### src/core/pulse_gen_consts.vh
// constants for the pulse generator and width capture block
// assumes a 32-bit axi4-lite register bus with word-aligned offsets
`ifndef PULSE_GEN_CONSTS_VH
`define PULSE_GEN_CONSTS_VH

// register byte offsets
`define OFS_MODE 8'h00
`define OFS_CAPCTRL 8'h04
`define OFS_PRESCALE 8'h08
`define OFS_OUTCTRL 8'h0C
`define OFS_PERIOD 8'h10
`define OFS_DUTY 8'h14
`define OFS_COUNTER 8'h18
`define OFS_STATUS 8'h1C
`define OFS_MASK 8'h20

// mode control field values (bits 1:0)
`define MODE_STOP 2'h0
`define MODE_FREE 2'h1
`define MODE_RESTART 2'h2
`define MODE_PULSE 2'h3

// capture control field values (bits 1:0)
`define CAP_ONE_REG 2'h0
`define CAP_DUAL_INPUT 2'h1
`define CAP_TWO_REG 2'h2

// prescaler/edge config field positions
`define PRE_CLK_LO 0
`define EDGE_A_LO 4
`define EDGE_B_LO 6

// edge select codes
`define EDGE_FALL 2'h0
`define EDGE_RISE 2'h1
`define EDGE_BOTH 2'h3

// status bit positions
`define ST_IRQ_A 0
`define ST_IRQ_B 1
`define ST_WRAP 2

// count clock dividers of the system clock, per select code
`define DIV_SEL0 16'h0002
`define DIV_SEL1 16'h0004
`define DIV_SEL2 16'h0100
`define DIV_SEL3 16'h0008

// reset values
`define RST_BYTE 8'h00
`define RST_WORD 16'h0000
`define RST_COUNT_MAX 16'hFFFF

`endif

### src/core/edge_filter.v
// two-sample noise filter and edge detector for one capture pin
// assumes the pin is asynchronous; tick is a one-cycle count clock enable
`timescale 1ns/1ns
module edge_filter (
   // clock and reset
   input wire aclk,
   input wire aresetn,
   // sampling enable and edge select
   input wire tick,
   input wire [1:0] edge_sel,
   // pin
   input wire pin,
   // detected edges, one-cycle pulses
   output reg sel_edge,
   output reg inv_edge
);
`include "pulse_gen_consts.vh"

reg sync1;
reg sync2;
reg samp1;
reg stable;
wire rise;
wire fall;

// two flops before any logic reads the pin
always @(posedge aclk) begin
   if (!aresetn) begin
      sync1 <= 1'b0;
      sync2 <= 1'b0;
   end else begin
      sync1 <= pin;
      sync2 <= sync1;
   end
end

// new level must be seen on two consecutive count clock samples
always @(posedge aclk) begin
   if (!aresetn) begin
      samp1 <= 1'b0;
      stable <= 1'b0;
   end else if (tick) begin
      samp1 <= sync2;
      if (sync2 == samp1)
         stable <= samp1;
   end
end

assign rise = tick && (sync2 == samp1) && samp1 && !stable;
assign fall = tick && (sync2 == samp1) && !samp1 && stable;

// decode edge select; code 10 matches nothing
always @(posedge aclk) begin
   if (!aresetn) begin
      sel_edge <= 1'b0;
      inv_edge <= 1'b0;
   end else begin
      case (edge_sel)
         `EDGE_FALL: begin
            sel_edge <= fall;
            inv_edge <= rise;
         end
         `EDGE_RISE: begin
            sel_edge <= rise;
            inv_edge <= fall;
         end
         `EDGE_BOTH: begin
            sel_edge <= rise | fall;
            inv_edge <= 1'b0;
         end
         default: begin
            sel_edge <= 1'b0;
            inv_edge <= 1'b0;
         end
      endcase
   end
end

endmodule // edge_filter

### src/core/pulse_gen_and_width_capture.v
// pulse generator and pulse width capture on a 16-bit counter
// assumes an axi4-lite master on aclk and asynchronous capture pins
// Behaviour
// - period is period value plus one, high width duty plus one count clocks.
// - width measurement runs free or restarts on each first-input edge.
// - captures need the new level on two consecutive count clock samples.
// - single-capture mode: first-input edge loads register b, raises irq b.
// - dual-input mode: second-input edge loads register a, raises irq a.
// - two-register mode: selected edge loads b, opposite edge loads a.
// - restart mode: edge loads register b, then clears the counter.
// - wrap flag stays set until software clears it.
// - edge select decodes 00 falling, 01 rising, 11 both.
// - pulse mode drives a rectangular wave on the timer output pin.
//
// The AXI4-Lite register port and the register offsets were chosen for this implementation.
`timescale 1ns/1ns
module pulse_gen_and_width_capture (
   // clock and reset
   input wire aclk,
   input wire aresetn,
   // axi4-lite write address
   input wire [7:0] s_axi_awaddr,
   input wire s_axi_awvalid,
   output reg s_axi_awready,
   // axi4-lite write data
   input wire [31:0] s_axi_wdata,
   input wire [3:0] s_axi_wstrb,
   input wire s_axi_wvalid,
   output reg s_axi_wready,
   // axi4-lite write response
   output reg [1:0] s_axi_bresp,
   output reg s_axi_bvalid,
   input wire s_axi_bready,
   // axi4-lite read address
   input wire [7:0] s_axi_araddr,
   input wire s_axi_arvalid,
   output reg s_axi_arready,
   // axi4-lite read data
   output reg [31:0] s_axi_rdata,
   output reg [1:0] s_axi_rresp,
   output reg s_axi_rvalid,
   input wire s_axi_rready,
   // capture pins
   input wire capture_input_a,
   input wire capture_input_b,
   // timer output and interrupt
   output reg timer_output_pin,
   output reg irq
);
`include "pulse_gen_consts.vh"

// registers
reg [1:0] timer_mode_ctrl;
reg [1:0] capture_compare_ctrl;
reg [7:0] prescaler_edge_config;
reg toggle_on_duty_match;
reg [15:0] period_capture_reg_a;
reg [15:0] duty_capture_reg_b;
reg [15:0] main_counter;
reg [2:0] status;
reg [2:0] mask;
reg [15:0] div_cnt;
reg tick;
reg [7:0] aw_addr;
reg aw_held;
reg [31:0] w_data;
reg [3:0] w_strb;
reg w_held;

wire [1:0] edge_sel_a;
wire [1:0] edge_sel_b;
wire sel_a;
wire inv_a;
wire sel_b;
wire inv_b;
wire running;
wire do_write;
wire [2:0] next_status;
wire [15:0] next_count;
reg [2:0] set_bits;
reg [31:0] rd_word;
reg [1:0] rd_resp;
reg [15:0] div_limit;

assign edge_sel_a = prescaler_edge_config[`EDGE_A_LO+1:`EDGE_A_LO];
assign edge_sel_b = prescaler_edge_config[`EDGE_B_LO+1:`EDGE_B_LO];
assign running = (timer_mode_ctrl != `MODE_STOP);
assign do_write = aw_held && w_held && !s_axi_bvalid;
assign next_count = main_counter + 16'h0001;

// merge the low byte lane of a write into an 8-bit field
function [7:0] lane0;
   input [7:0] old;
   input [31:0] data;
   input [3:0] strb;
   begin
      lane0 = strb[0] ? data[7:0] : old;
   end
endfunction

// merge the two low byte lanes into a 16-bit field
function [15:0] lane01;
   input [15:0] old;
   input [31:0] data;
   input [3:0] strb;
   begin
      lane01 = {strb[1] ? data[15:8] : old[15:8],
                strb[0] ? data[7:0] : old[7:0]};
   end
endfunction

// count clock select from the prescaler field
always @* begin
   case (prescaler_edge_config[`PRE_CLK_LO+1:`PRE_CLK_LO])
      2'h0: div_limit = `DIV_SEL0;
      2'h1: div_limit = `DIV_SEL1;
      2'h2: div_limit = `DIV_SEL2;
      default: div_limit = `DIV_SEL3;
   endcase
end

// count clock enable; external-edge clocking is replaced by a fixed rate
always @(posedge aclk) begin
   if (!aresetn) begin
      div_cnt <= `RST_WORD;
      tick <= 1'b0;
   end else if (!running) begin
      div_cnt <= `RST_WORD;
      tick <= 1'b0;
   end else if (div_cnt >= div_limit - 16'h0001) begin
      div_cnt <= `RST_WORD;
      tick <= 1'b1;
   end else begin
      div_cnt <= div_cnt + 16'h0001;
      tick <= 1'b0;
   end
end

// pin filters, both sampled at the count clock
edge_filter filt_a (
   .aclk(aclk),
   .aresetn(aresetn),
   .tick(tick),
   .edge_sel(edge_sel_a),
   .pin(capture_input_a),
   .sel_edge(sel_a),
   .inv_edge(inv_a)
);

edge_filter filt_b (
   .aclk(aclk),
   .aresetn(aresetn),
   .tick(tick),
   .edge_sel(edge_sel_b),
   .pin(capture_input_b),
   .sel_edge(sel_b),
   .inv_edge(inv_b)
);

// counter; captures and restart act on the filtered edge pulse
always @(posedge aclk) begin
   if (!aresetn) begin
      main_counter <= `RST_WORD;
      timer_output_pin <= 1'b0;
   end else if (!running) begin
      main_counter <= `RST_WORD;
      timer_output_pin <= 1'b0;
   end else if (timer_mode_ctrl == `MODE_PULSE) begin
      if (tick) begin
         // period = period value + 1 counts
         if (main_counter == period_capture_reg_a)
            main_counter <= `RST_WORD;
         else
            main_counter <= next_count;
         // high from zero through duty match, low after it
         if (main_counter == period_capture_reg_a)
            timer_output_pin <= 1'b1;
         else if (toggle_on_duty_match &&
                  main_counter == duty_capture_reg_b)
            timer_output_pin <= 1'b0;
      end
   end else if (timer_mode_ctrl == `MODE_RESTART && sel_a) begin
      main_counter <= `RST_WORD;
   end else if (tick) begin
      main_counter <= next_count;
   end
end

// capture registers; software writes only when not capturing, and the period register only when stopped
always @(posedge aclk) begin
   if (!aresetn) begin
      period_capture_reg_a <= `RST_WORD;
      duty_capture_reg_b <= `RST_WORD;
   end else if (running && timer_mode_ctrl != `MODE_PULSE) begin
      if (sel_a)
         duty_capture_reg_b <= main_counter;
      if (capture_compare_ctrl == `CAP_DUAL_INPUT && sel_b)
         period_capture_reg_a <= main_counter;
      else if (capture_compare_ctrl == `CAP_TWO_REG && inv_a)
         period_capture_reg_a <= main_counter;
   end else if (do_write) begin
      if (aw_addr == `OFS_PERIOD && !running)
         period_capture_reg_a <= lane01(period_capture_reg_a,
                                        w_data, w_strb);
      if (aw_addr == `OFS_DUTY)
         duty_capture_reg_b <= lane01(duty_capture_reg_b, w_data, w_strb);
   end
end

// event sources for the sticky status bits
always @* begin
   set_bits = 3'h0;
   if (running && timer_mode_ctrl == `MODE_PULSE) begin
      set_bits[`ST_IRQ_A] = tick && main_counter == period_capture_reg_a;
      set_bits[`ST_IRQ_B] = tick && main_counter == duty_capture_reg_b;
   end else if (running) begin
      set_bits[`ST_IRQ_B] = sel_a;
      set_bits[`ST_IRQ_A] = capture_compare_ctrl == `CAP_DUAL_INPUT
                            && sel_b;
      set_bits[`ST_WRAP] = tick && main_counter == `RST_COUNT_MAX &&
                           !(timer_mode_ctrl == `MODE_RESTART && sel_a);
   end
end

// write-one-to-clear, but a new event wins over the clear
assign next_status = (do_write && aw_addr == `OFS_STATUS) ?
   ((status & ~w_data[2:0]) | set_bits) : (status | set_bits);

// status, mask and the interrupt line
always @(posedge aclk) begin
   if (!aresetn) begin
      status <= 3'h0;
      irq <= 1'b0;
   end else begin
      status <= next_status;
      irq <= |(next_status & ~mask);
   end
end

// software control registers
always @(posedge aclk) begin
   if (!aresetn) begin
      timer_mode_ctrl <= `MODE_STOP;
      capture_compare_ctrl <= `CAP_ONE_REG;
      prescaler_edge_config <= `RST_BYTE;
      toggle_on_duty_match <= 1'b0;
      mask <= 3'h7;
   end else if (do_write) begin
      case (aw_addr)
         `OFS_MODE:
            timer_mode_ctrl <= w_strb[0] ? w_data[1:0]
                                         : timer_mode_ctrl;
         `OFS_CAPCTRL:
            capture_compare_ctrl <= w_strb[0] ? w_data[1:0]
                                              : capture_compare_ctrl;
         `OFS_PRESCALE:
            prescaler_edge_config <= lane0(prescaler_edge_config,
                                           w_data, w_strb) & 8'hF3;
         `OFS_OUTCTRL:
            if (w_strb[0])
               toggle_on_duty_match <= w_data[0];
         `OFS_MASK:
            if (w_strb[0])
               mask <= w_data[2:0];
         default: ;
      endcase
   end
end

// axi write channels: address and data taken in either order
always @(posedge aclk) begin
   if (!aresetn) begin
      s_axi_awready <= 1'b1;
      s_axi_wready <= 1'b1;
      aw_held <= 1'b0;
      w_held <= 1'b0;
      aw_addr <= `RST_BYTE;
      w_data <= 32'h00000000;
      w_strb <= 4'h0;
      s_axi_bvalid <= 1'b0;
      s_axi_bresp <= 2'h0;
   end else begin
      if (s_axi_awvalid && s_axi_awready) begin
         aw_held <= 1'b1;
         aw_addr <= {s_axi_awaddr[7:2], 2'h0};
         s_axi_awready <= 1'b0;
      end
      if (s_axi_wvalid && s_axi_wready) begin
         w_held <= 1'b1;
         w_data <= s_axi_wdata;
         w_strb <= s_axi_wstrb;
         s_axi_wready <= 1'b0;
      end
      if (do_write) begin
         aw_held <= 1'b0;
         w_held <= 1'b0;
         s_axi_bvalid <= 1'b1;
         s_axi_bresp <= (aw_addr > `OFS_MASK) ? 2'h2 : 2'h0;
      end
      if (s_axi_bvalid && s_axi_bready) begin
         s_axi_bvalid <= 1'b0;
         s_axi_awready <= 1'b1;
         s_axi_wready <= 1'b1;
      end
   end
end

// read decode
always @* begin
   rd_word = 32'h00000000;
   rd_resp = 2'h0;
   case ({s_axi_araddr[7:2], 2'h0})
      `OFS_MODE: rd_word[1:0] = timer_mode_ctrl;
      `OFS_CAPCTRL: rd_word[1:0] = capture_compare_ctrl;
      `OFS_PRESCALE: rd_word[7:0] = prescaler_edge_config;
      `OFS_OUTCTRL: rd_word[0] = toggle_on_duty_match;
      `OFS_PERIOD: rd_word[15:0] = period_capture_reg_a;
      `OFS_DUTY: rd_word[15:0] = duty_capture_reg_b;
      `OFS_COUNTER: rd_word[15:0] = main_counter;
      `OFS_STATUS: rd_word[2:0] = status;
      `OFS_MASK: rd_word[2:0] = mask;
      default: rd_resp = 2'h2; // unmapped answers slverr
   endcase
end

// axi read channel, one read at a time
always @(posedge aclk) begin
   if (!aresetn) begin
      s_axi_arready <= 1'b1;
      s_axi_rvalid <= 1'b0;
      s_axi_rdata <= 32'h00000000;
      s_axi_rresp <= 2'h0;
   end else if (s_axi_arvalid && s_axi_arready) begin
      s_axi_arready <= 1'b0;
      s_axi_rvalid <= 1'b1;
      s_axi_rdata <= rd_word;
      s_axi_rresp <= rd_resp;
   end else if (s_axi_rvalid && s_axi_rready) begin
      s_axi_rvalid <= 1'b0;
      s_axi_arready <= 1'b1;
   end
end

endmodule // pulse_gen_and_width_capture

### config.mk
export PLATFORM = sky130hd
export DESIGN_NAME = pulse_gen_and_width_capture
export DESIGN_NICKNAME = d
export VERILOG_FILES = /design/src/core/edge_filter.v /design/src/core/pulse_gen_and_width_capture.v
export VERILOG_INCLUDE_DIRS = /design/src /design/src/core
export SDC_FILE = /design/constraint.sdc
export NUM_CORES = 1
export LEC_CHECK = 0
export BUFFER_PORTS_ARGS = -buffer_cell sky130_fd_sc_hd__buf_2
export CAP_MARGIN = 30
export CORE_ASPECT_RATIO = 2
export CORE_MARGIN = 2
export CORE_UTILIZATION = 30
export DETAILED_ROUTE_END_ITERATION = 12
export SLEW_MARGIN = 25
export SYNTH_ARGS = -nofsm -noshare
export SYNTH_HDL_FRONTEND = slang
export SYNTH_SLANG_ARGS = --single-unit
### constraint.sdc
create_clock -name aclk -period 1.8 [get_ports aclk]
set_input_delay 0.09 -clock aclk [delete_from_list [all_inputs] [get_ports aclk]]
set_output_delay 0.09 -clock aclk [all_outputs]
set_load 0.005 [all_outputs]
# After elaboration in Yosys (flattened, before gate mapping)

Index checks and enable logic that the tools add are counted.

Bits in registers: 146
Logic and storage cells: 195

Add/subtract/negate cells: 3
Order comparisons: 2
Equality and inequality tests: 34
Multiplexer cells: 38
Bitwise logic cells: 10
Reduce and logical (&&, ||, !) cells: 69

Operators with widths:

| operator                | number |
|---|---|
| $mux W16                | 14 |
| $eq A6 B3 Y1 const B    | 7 |
| $add A16 B1 Y16 const B | 2 |
| $eq A16 B16 Y1          | 2 |
| $logic_and A1 B1 Y1     | 29 |
| $pmux W9 S3             | 1 |
| $eq A6 B2 Y1 const B    | 4 |
| $pmux W8 S3             | 1 |
| $pmux W5 S4             | 1 |
| $reduce_and A3 Y1       | 6 |
| $reduce_bool A2 Y1      | 9 |
| $eq A16 B16 Y1 const B  | 1 |
| $ge A16 B16 Y1          | 1 |
| $mux W8                 | 2 |
| $reduce_and A4 Y1       | 4 |
| $sub A16 B1 Y16 const B | 1 |
| $eq A2 B2 Y1 const B    | 6 |
| $eq A6 B1 Y1 const B    | 2 |
| $eq A6 B4 Y1 const B    | 2 |
| $pmux W1 S9             | 1 |
| $reduce_or A9 Y1        | 1 |
| $eq A2 B1 Y1 const B    | 4 |
| $gt A8 B6 Y1 const B    | 1 |
| $logic_not A8 Y1        | 1 |
| 22 further kinds        | 53 |

# Longest topological paths before layout

Gate-level depths: netlist (run 1).

Word-level depth: 10
Depth in mapped cells: 8

# By module

Synthesis (run 1) repeated with hierarchy kept, for this count alone.

Cells, all modules: 769
Area total of the unflattened synthesis: 7120.6 sq um

Modules (own cells, without submodules):

| module                      | times used | cells an instance | area an instance (sq um) |
|---|---|---|---|
| pulse_gen_and_width_capture | 1          | 723               | 6637.6 |
| edge_filter                 | 2          | 23                | 241.5 |

# Least setup slack after synthesis (run 1)

Ideal clock, no wire load.

Kind: reg2reg
Start point: register timer_mode_ctrl[0]
End point: register duty_capture_reg_b[0]
Arrival: 1.760 ns
Data required time: 1.684 ns
Path slack: -0.076 ns
Stages on the path, launching flop included: 8
Buffers on the path: 1
Clock period less this slack: 1.876 ns
Path through: dfxtp_1 inv_1 ha_1 buf_1 nand2_1 o21ai_4 mux2i_1 nor2b_1

Cells in the longest elaborated chain, start to end: 4
Elaborated cells on any way between the ends: 9
Those cells by class: 2 x eq/ne; 1 x mux; 6 x reduce/logical

Ends and longest elaborated chain:

| element                                                                    | line                              | RTL |
|---|---|---|
| start: declaration                                                         | pulse_gen_and_width_capture.v:53  | `reg [1:0] timer_mode_ctrl;` |
| start signal: assignment                                                   | pulse_gen_and_width_capture.v:243 | `` timer_mode_ctrl <= `MODE_STOP; `` |
| start signal: assignment                                                   | pulse_gen_and_width_capture.v:251 | `timer_mode_ctrl <= w_strb[0] ? w_data[1:0]` |
| $ne A2 B2 Y1 (no source line) / $reduce_bool A2 Y1 (equally long branches) | -                                 |  |
| $logic_and A1 B1 Y1 (no source line) *                                     | -                                 |  |
| $ne A2 B1 Y1 (no source line) / $reduce_bool A2 Y1 (equally long branches) | -                                 |  |
| $reduce_and A4 Y1 (no source line)                                         | -                                 |  |
| end signal: assignment                                                     | pulse_gen_and_width_capture.v:193 | `` duty_capture_reg_b <= `RST_WORD; `` |
| end signal: assignment                                                     | pulse_gen_and_width_capture.v:196 | `duty_capture_reg_b <= main_counter;` |
| end signal: assignment                                                     | pulse_gen_and_width_capture.v:206 | `duty_capture_reg_b <= lane01(duty_capture_reg_b, w_data, w_strb);` |
| end: declaration                                                           | pulse_gen_and_width_capture.v:58  | `reg [15:0] duty_capture_reg_b;` |

Mark *: on every way between the ends. The rest lies on a longest branch, timed or not.
A chain may end at the register's enable or synchronous reset.

# Worst setup path after layout (run 1)

Start point: register prescaler_edge_config[0]
End point: register div_cnt[3]

Cells in the longest elaborated chain, start to end: 5
Elaborated cells on any way between the ends: 7
Those cells by class: 1 x add/sub; 1 x order compare; 2 x eq/ne; 1 x mux; 2 x reduce/logical

Ends and longest elaborated chain:

| element                                    | line                              | RTL |
|---|---|---|
| start: declaration                         | pulse_gen_and_width_capture.v:55  | `reg [7:0] prescaler_edge_config;` |
| start signal: assignment                   | pulse_gen_and_width_capture.v:245 | `` prescaler_edge_config <= `RST_BYTE; `` |
| start signal: assignment                   | pulse_gen_and_width_capture.v:257 | `prescaler_edge_config <= lane0(prescaler_edge_config,` |
| $eq A2 B2 Y1, or another cell as far along | pulse_gen_and_width_capture.v:114 | `` case (prescaler_edge_config[`PRE_CLK_LO+1:`PRE_CLK_LO]) `` |
| $pmux W9 S3 *                              | pulse_gen_and_width_capture.v:114 |  |
| $sub A16 B1 Y16 *                          | pulse_gen_and_width_capture.v:130 | `end else if (div_cnt >= div_limit - 16'h0001) begin` |
| $ge A16 B16 Y1 *                           | pulse_gen_and_width_capture.v:130 |  |
| $reduce_or A3 Y1 (no source line) *        | -                                 |  |
| end signal: assignment                     | pulse_gen_and_width_capture.v:128 | `` div_cnt <= `RST_WORD; `` |
| end signal: assignment                     | pulse_gen_and_width_capture.v:131 | `` div_cnt <= `RST_WORD; `` |
| end signal: assignment                     | pulse_gen_and_width_capture.v:134 | `div_cnt <= div_cnt + 16'h0001;` |
| end: declaration                           | pulse_gen_and_width_capture.v:62  | `reg [15:0] div_cnt;` |

Marks and branches as above.

==> results.ini, run 1 <==
[critical_path]
r2r_slack_ns = 0.07
path_buf_inv = 0
cp.arrival_ns = 2.07
cp_slowest_cell = dfxtp_2
path_class = flip-flop to flip-flop
cp_cell_sequence = nand2b_2 > ha_1 > a211oi_2 > nand3_2 > nor4_4
cp_max_fo = 5
worst_setup_path_start_kind = flip-flop
cpPeakStageDelay_ns = 0.33
cp_top_family = simple AND/OR/NAND/NOR gates
end_kind = flip-flop
critPathRequiredTime_ns = 2.14

[cells_and_area]
final_nets = 1015
diodes = 0
fin_area_sq_mm = 0.00946
final_util_pct = 40.1
layout-drive-gt1-share_pct = 24.2
syn2layout_area_growth_pct = 32.0

[timing]
fmax_mhz = 577
fin_crit_ns = 1.73
hold_viol_final = 0
setup_viol_count_final = 0
timing.final.crit_share_pct = 96.4
rsz0062_at_grt = yes
maxSlewHeadroom_pct = 58.3
fin_skew_ns = 0.00830
setup_tns_ns = 0
setup_ws_ns = 0.0656
drv_slew = 0
worst_pin_slew_ns = 0.626

[floorplanning]
die_y_um = 223
fp.dieW_um = 113
core-area_sq_mm = 0.0236
rows = 80
pin_count = 104
start_util_pct = 30.3
die_area_sq_mm = 0.0252

[synthesis]
synth_seq_cells = 144
synth_cells = 783
synth_edf_count = 0
ys_types = 63
yosys_warnings = 0
synth_ff_type = dfxtp_1
synth_area_sq_mm = 0.00717
async_flop_share_pct = 0
avgSynthCellArea_sq_um = 9.16
yosysSeqAreaShare_pct = 40.2

[global_route]
grt_pass1_vias = 5769
grt_pass1_wl_um = 29600
antenna_found_initial = 0
grt_max_degree = 74
track_usage_pct = 14.7
grt-ovfl-total = 0

[placed_design]
dpl_cell_area_sq_mm = 0.00833
hpwlAfterDp_um = 13000
finalWeightedCongestion = 0.867
dp_worst_setup_slack_ns = -0.105
port_buffers = 63

[clocking]
clockBufferDepth = 2
htree_levels = 4
cts-buffers-inserted = 17
clkLatencyLatePin_ns = 0.43
ctsRootBufferMaster = clkbuf_16
clock-sinks = 144
path_clk_slew_ns = 0.06
cts_tree = yes

[route]
num_vias = 5917
drc = 0
firstDrtPassIters = 5
wire_per_inst_um = 14.6
drtAntennaViolNets = 0
viasPerCell = 4.77
drtIter0Drc = 451
drt-total-wl_um = 18100

[power_and_ir_drop]
peakVddDrop_v = 0.000525
clock_power_share_pct = 49.8
powerDensity_mw_per_mm2 = 792
swShare_pct = 21.7
combPwrFrac_pct = 6.2
p_seq_share_pct = 44.0
leakagePower_uw = 0.00382
internal_power_uw = 5870
power_switching_uw = 1620

[status]
status = completed

[worst_hold_path]
hp-class = primary input to flip-flop

[flow_run]
max-cap-violations = 0

-- cell families (layout without fill, tap and decap cells) --
family,Yosys count,count (layout),share of synthesized area [%]
compound gates,122,122,12.2
xor+xnor,53,53,6.47
fa+ha+maj,13,13,2.27
buf+inv,80,226,5.50
flops,144,144,40.2
mux,79,79,12.0
other cells,1,25,0.0523
simple gates,291,291,21.4
-- Yosys cell counts, types with 2 or more instances --
| cell | instances | area [sq um] |
|---|---|---|
| and4_1 | 2 | 17.5 |
| nor3_1 | 18 | 90.1 |
| a22oi_1 | 17 | 128 |
| a21o_1 | 4 | 30.0 |
| nand4_1 | 10 | 62.6 |
| nor2_1 | 37 | 139 |
| a2bb2oi_1 | 2 | 17.5 |
| mux2_2 | 14 | 158 |
| mux2i_1 | 61 | 611 |
| nand3b_1 | 4 | 30.0 |
| o21ai_4 | 2 | 32.5 |
| a21boi_0 | 33 | 248 |
| xor2_1 | 22 | 193 |
| nor3b_1 | 4 | 30.0 |
| a211oi_1 | 2 | 15.0 |
| buf_4 | 20 | 150 |
| nand2_1 | 95 | 357 |
| and2_1 | 9 | 56.3 |
| o41ai_1 | 3 | 26.3 |
| inv_1 | 16 | 60.1 |
| nand3_1 | 17 | 85.1 |
| dfxtp_1 | 144 | 2880 |
| buf_1 | 2 | 7.51 |
| clkbuf_1 | 27 | 101 |
| o21ai_0 | 26 | 130 |
| nand3_2 | 2 | 20.0 |
| o211ai_1 | 4 | 30.0 |
| mux4_2 | 4 | 90.1 |
| nand2b_1 | 8 | 50.1 |
| buf_2 | 15 | 75.1 |
| o21a_1 | 3 | 22.5 |
| and3b_1 | 2 | 17.5 |
| o211a_1 | 2 | 20.0 |
| and3_1 | 5 | 31.3 |
| ha_1 | 13 | 163 |
| o22ai_1 | 2 | 12.5 |
| a32oi_1 | 2 | 17.5 |
| xnor2_1 | 31 | 272 |
| a21oi_1 | 8 | 40.0 |
| nor2b_1 | 61 | 382 |
| nor4_1 | 8 | 50.1 |
-- path summary, 6_finish.rpt --
path	startpoint	to	cells past startpoint
min reg2reg	filt_a.sync1$_SDFF_PN0_	filt_a.sync2$_SDFF_PN0_	1
max reg2reg	prescaler_edge_config[0]$_SDFFE_PN0P_	div_cnt[3]$_SDFF_PP0_	5
min	s_axi_araddr[7]	s_axi_rdata[1]$_SDFFE_PN0P_	4
max	prescaler_edge_config[0]$_SDFFE_PN0P_	div_cnt[3]$_SDFF_PP0_	5
-- metal layers --
layer	wire, um	track usage, %
met5	0	0
met4	284	4.52
met3	829	3.38
met2	8380	23.0
met1	8600	20.2
-- what timing repair did --
| item | in CTS | in global routing |
|---|---|---|
| hold buffers | 33 | 0 |
| endpoints found under the setup margin | 24 | 48 |
| setup buffers | 2 | 1 |
| resized for setup | 5 | 27 |
| endpoints found under the hold margin | 32 | 0 |
| pin swaps | 3 | 5 |
-- layout by cell type (no fill, tap or decap), types with 4 or more instances in the layout --
cell type	count
dfxtp_1	140
nand2_1	95
buf_4	72
buf_2	63
nor2b_1	61
mux2i_1	61
nor2_1	36
a21boi_0	33
dlygate4sd3_1	33
xnor2_1	31
o21ai_0	26
conb_1	25
xor2_1	22
clkbuf_16	17
nor3_1	16
nand3_1	16
a22oi_1	16
inv_1	15
mux2_2	14
ha_1	11
nand4_1	10
buf_12	10
and2_1	9
a21oi_1	7
nand2b_1	7
and3_1	5
a21o_1	4
nand3b_1	4
o211ai_1	4
nor4_4	4
mux4_2	4
bufinv_16	4
dfxtp_2	4
-- layout make-up --
class                           instances  area [sq um]
Sequential cell                       144          2890
Clock buffer                           22           464
Tap cell                              287           359
Multi-Input combinational cell        583          4140
Inverter                               16          60.1
Clock inverter                          9           156
Fill cell                            2300         14200
Timing Repair Buffer                  179          1400
-- stage by stage --
stage / std cells / hold slack, ns / total power [uW]
2_1_floorplan: 807 / 0.190 / 3620
3_3_place_gp: 1173 / 0.299 / 3750
3_5_place_dp: 1173 / 0.300 / 3760
4_1_cts: 1239 / 0.00560 / 7550
5_1_grt: 1240 / 0.0322 / 7770
6_report: 1240 / 0.0196 / 7490
-- flip-flops by register name, summed over array words and instances (netlist names), 6 cells and up --
register               cells
aw_addr                    6
div_cnt                   16
duty_capture_reg_b        16
main_counter              16
period_capture_reg_a      16
prescaler_edge_config      6
s_axi_rdata               16
w_data                    16
-- power groups by stage --
stage / logic, uW / registers, uW / clock network, uW
after floorplan: 260 / 3360 / 0
after global placement: 394 / 3360 / 0
after detailed placement: 399 / 3360 / 0
after CTS: 457 / 3290 / 3800
after global routing: 515 / 3300 / 3950
final: 465 / 3290 / 3730
-- tightest hold or removal path: stages --
cell and delay, ns:
buf_2 0.09, nor2_1 0.06, nand4_1 0.08, o21ai_0 0.07
Note: power is estimated with default switching activity, not from simulation.
==> inputs of run 2 (changes only) <==
--- a/config.mk
+++ b/config.mk
@@ -8,10 +8,11 @@
 export LEC_CHECK = 0
 export BUFFER_PORTS_ARGS = -buffer_cell sky130_fd_sc_hd__buf_2
 export CAP_MARGIN = 30
-export CORE_ASPECT_RATIO = 2
+export CORE_ASPECT_RATIO = 1.4
 export CORE_MARGIN = 2
 export CORE_UTILIZATION = 30
 export DETAILED_ROUTE_END_ITERATION = 12
+export HOLD_SLACK_MARGIN = 0.1
 export SLEW_MARGIN = 25
 export SYNTH_ARGS = -nofsm -noshare
 export SYNTH_HDL_FRONTEND = slang
==> results.ini, run 2 (synthesis results as in run 1) <==
[status]
status = completed  ; unchanged

[floorplanning]
core-area_sq_mm = 0.0234  ; was 0.0236 sq mm
start_util_pct = 30.7  ; was 30.3%
die_y_um = 187  ; was 223 um
die_area_sq_mm = 0.0252  ; about the same
pin_count = 104  ; unchanged
rows = 66  ; was 80
fp.dieW_um = 135  ; was 113 um

[clocking]
cts_tree = yes  ; unchanged
clkLatencyLatePin_ns = 0.43  ; about the same
htree_levels = 4  ; unchanged
ctsRootBufferMaster = clkbuf_16  ; unchanged
clock-sinks = 144  ; unchanged
clockBufferDepth = 2  ; unchanged
path_clk_slew_ns = 0.07  ; was 0.06 ns
cts-buffers-inserted = 17  ; unchanged

[timing]
setup_tns_ns = 0  ; unchanged
timing.final.crit_share_pct = 97.0  ; was 96.4%
rsz0062_at_grt = yes  ; unchanged
setup_ws_ns = 0.0545  ; was 0.0656 ns
worst_pin_slew_ns = 0.658  ; was 0.626 ns
fin_skew_ns = 0.0103  ; was 0.00830 ns
hold_viol_final = 0  ; unchanged
setup_viol_count_final = 0  ; unchanged
fmax_mhz = 573  ; was 577 MHz
fin_crit_ns = 1.75  ; was 1.73 ns
maxSlewHeadroom_pct = 55.7  ; was 58.3%
drv_slew = 0  ; unchanged

[cells_and_area]
syn2layout_area_growth_pct = 32.7  ; was 32.0%
final_nets = 1027  ; was 1015
diodes = 0  ; unchanged
layout_common_cells = dfxtp_1, nand2_1, buf_4  ; unchanged
final_util_pct = 40.7  ; was 40.1%
layout-drive-gt1-share_pct = 24.2  ; about the same
final_common_cell = dfxtp_1  ; unchanged
fillers = 2351  ; was 2300

[critical_path]
cp.arrival_ns = 2.08  ; was 2.07 ns
cp_max_fo = 7  ; was 5
worst_setup_path_start_kind = flip-flop  ; unchanged
critPathRequiredTime_ns = 2.13  ; was 2.14 ns
end_kind = flip-flop  ; unchanged
path_class = flip-flop to flip-flop  ; unchanged
r2r_cells = 8  ; was 5

[global_route]
grt-ovfl-total = 0  ; unchanged
grt_pass1_wl_um = 31200  ; was 29600 um
track_usage_pct = 16.1  ; was 14.7%
antenna_found_initial = 0  ; unchanged
grt_pass1_vias = 6074  ; was 5769
grt_max_degree = 50  ; was 74

[placed_design]
hpwlAfterDp_um = 14800  ; was 13000 um
port_buffers = 63  ; unchanged
dp_worst_setup_slack_ns = -0.0251  ; was -0.105 ns
finalWeightedCongestion = 0.865  ; was 0.867

[route]
drtAntennaViolNets = 0  ; unchanged
drtIter0Drc = 269  ; was 451
firstDrtPassIters = 4  ; was 5
viasPerCell = 4.70  ; was 4.77
drc = 0  ; unchanged
wire_per_inst_um = 15.7  ; was 14.6 um
num_vias = 5982  ; was 5917
drt-total-wl_um = 20000  ; was 18100 um

[power_and_ir_drop]
peakVddDrop_v = 0.000688  ; was 0.000525 V
powerDensity_mw_per_mm2 = 756  ; was 792 mW/mm^2
leakagePower_uw = 0.00386  ; was 0.00382 uW

[worst_hold_path]
hp-class = primary input to flip-flop  ; unchanged
hold_depth = 6  ; was 4

[flow_run]
max-cap-violations = 0  ; unchanged

==> run 2: per-stage QoR <==
step | std cells | hold slack, ns | total power [uW] | instance area, sq um
finish | 1272 | 0.154 | 7200 | 9520
detailed placement | 1196 | 0.304 | 3780 | 8370
global route | 1272 | 0.190 | 7470 | 9520
global placement | 1196 | 0.298 | 3770 | 8370
floorplan | 807 | 0.190 | 3620 | 7260
CTS | 1271 | 0.144 | 7270 | 9380
==> run 2: cell type report <==
cell class,instances,area (sq um),share of cell area [%]
multi-input cells,583,4110,43.2
flip-flops and latches,144,2890,30.4
repair buffers,191,1500,15.8
clock buffers,18,439,4.62
well taps,306,383,4.02
clock inverters,14,133,1.39
inverters,16,60.1,0.631
==> run 2: path summary, 6_finish.rpt <==
check                                                startpoint                            end  slack, ns
worst max-delay path            timer_mode_ctrl[0]$_SDFFE_PN0P_  main_counter[13]$_SDFFE_PN0P_       0.05
worst max register to register  timer_mode_ctrl[0]$_SDFFE_PN0P_  main_counter[13]$_SDFFE_PN0P_       0.05
worst min-delay path                            s_axi_araddr[6]    s_axi_rdata[3]$_SDFFE_PN0P_       0.15
worst min register to register          filt_a.sync1$_SDFF_PN0_        filt_a.sync2$_SDFF_PN0_       0.43
==> run 2: what timing repair did <==
item | 4_1_cts | 5_1_grt
endpoints found under the setup margin | 12 | 32
gates resized for setup | 3 | 28
hold buffers | 43 | 0
endpoints found under the hold margin | 39 | 0
setup buffers | 0 | 1
pin swaps | 1 | 5
==> run 2: power by group <==
group | leakage (uW) | internal [uW] | total, uW | switching (uW)
clock network | 0.000273 | 1950 | 3420 | 1470
logic | 0.00242 | 243 | 479 | 236
registers | 0.00117 | 3250 | 3300 | 53.3
==> run 2: worst max-delay path, cell delays in order (launching register included) <==
cell	delay (ns)
dfxtp_2	0.33
buf_4	0.14
ha_1	0.20
and3b_2	0.26
o2111ai_1	0.11
buf_4	0.20
nor3b_2	0.22
xnor2_1	0.14
nor2_1	0.05
==> run 2: layer usage <==
| metal | share of wire, % | up-vias | track usage, % |
|---|---|---|---|
| li1 | - | 3001 | - |
| met1 | 36 | 2815 | 15.3 |
| met2 | 56 | 116 | 31.1 |
| met3 | 2.1 | 50 | 2.76 |
| met4 | 5.8 | 0 | 9.96 |
| met5 | 0 | - | 0 |
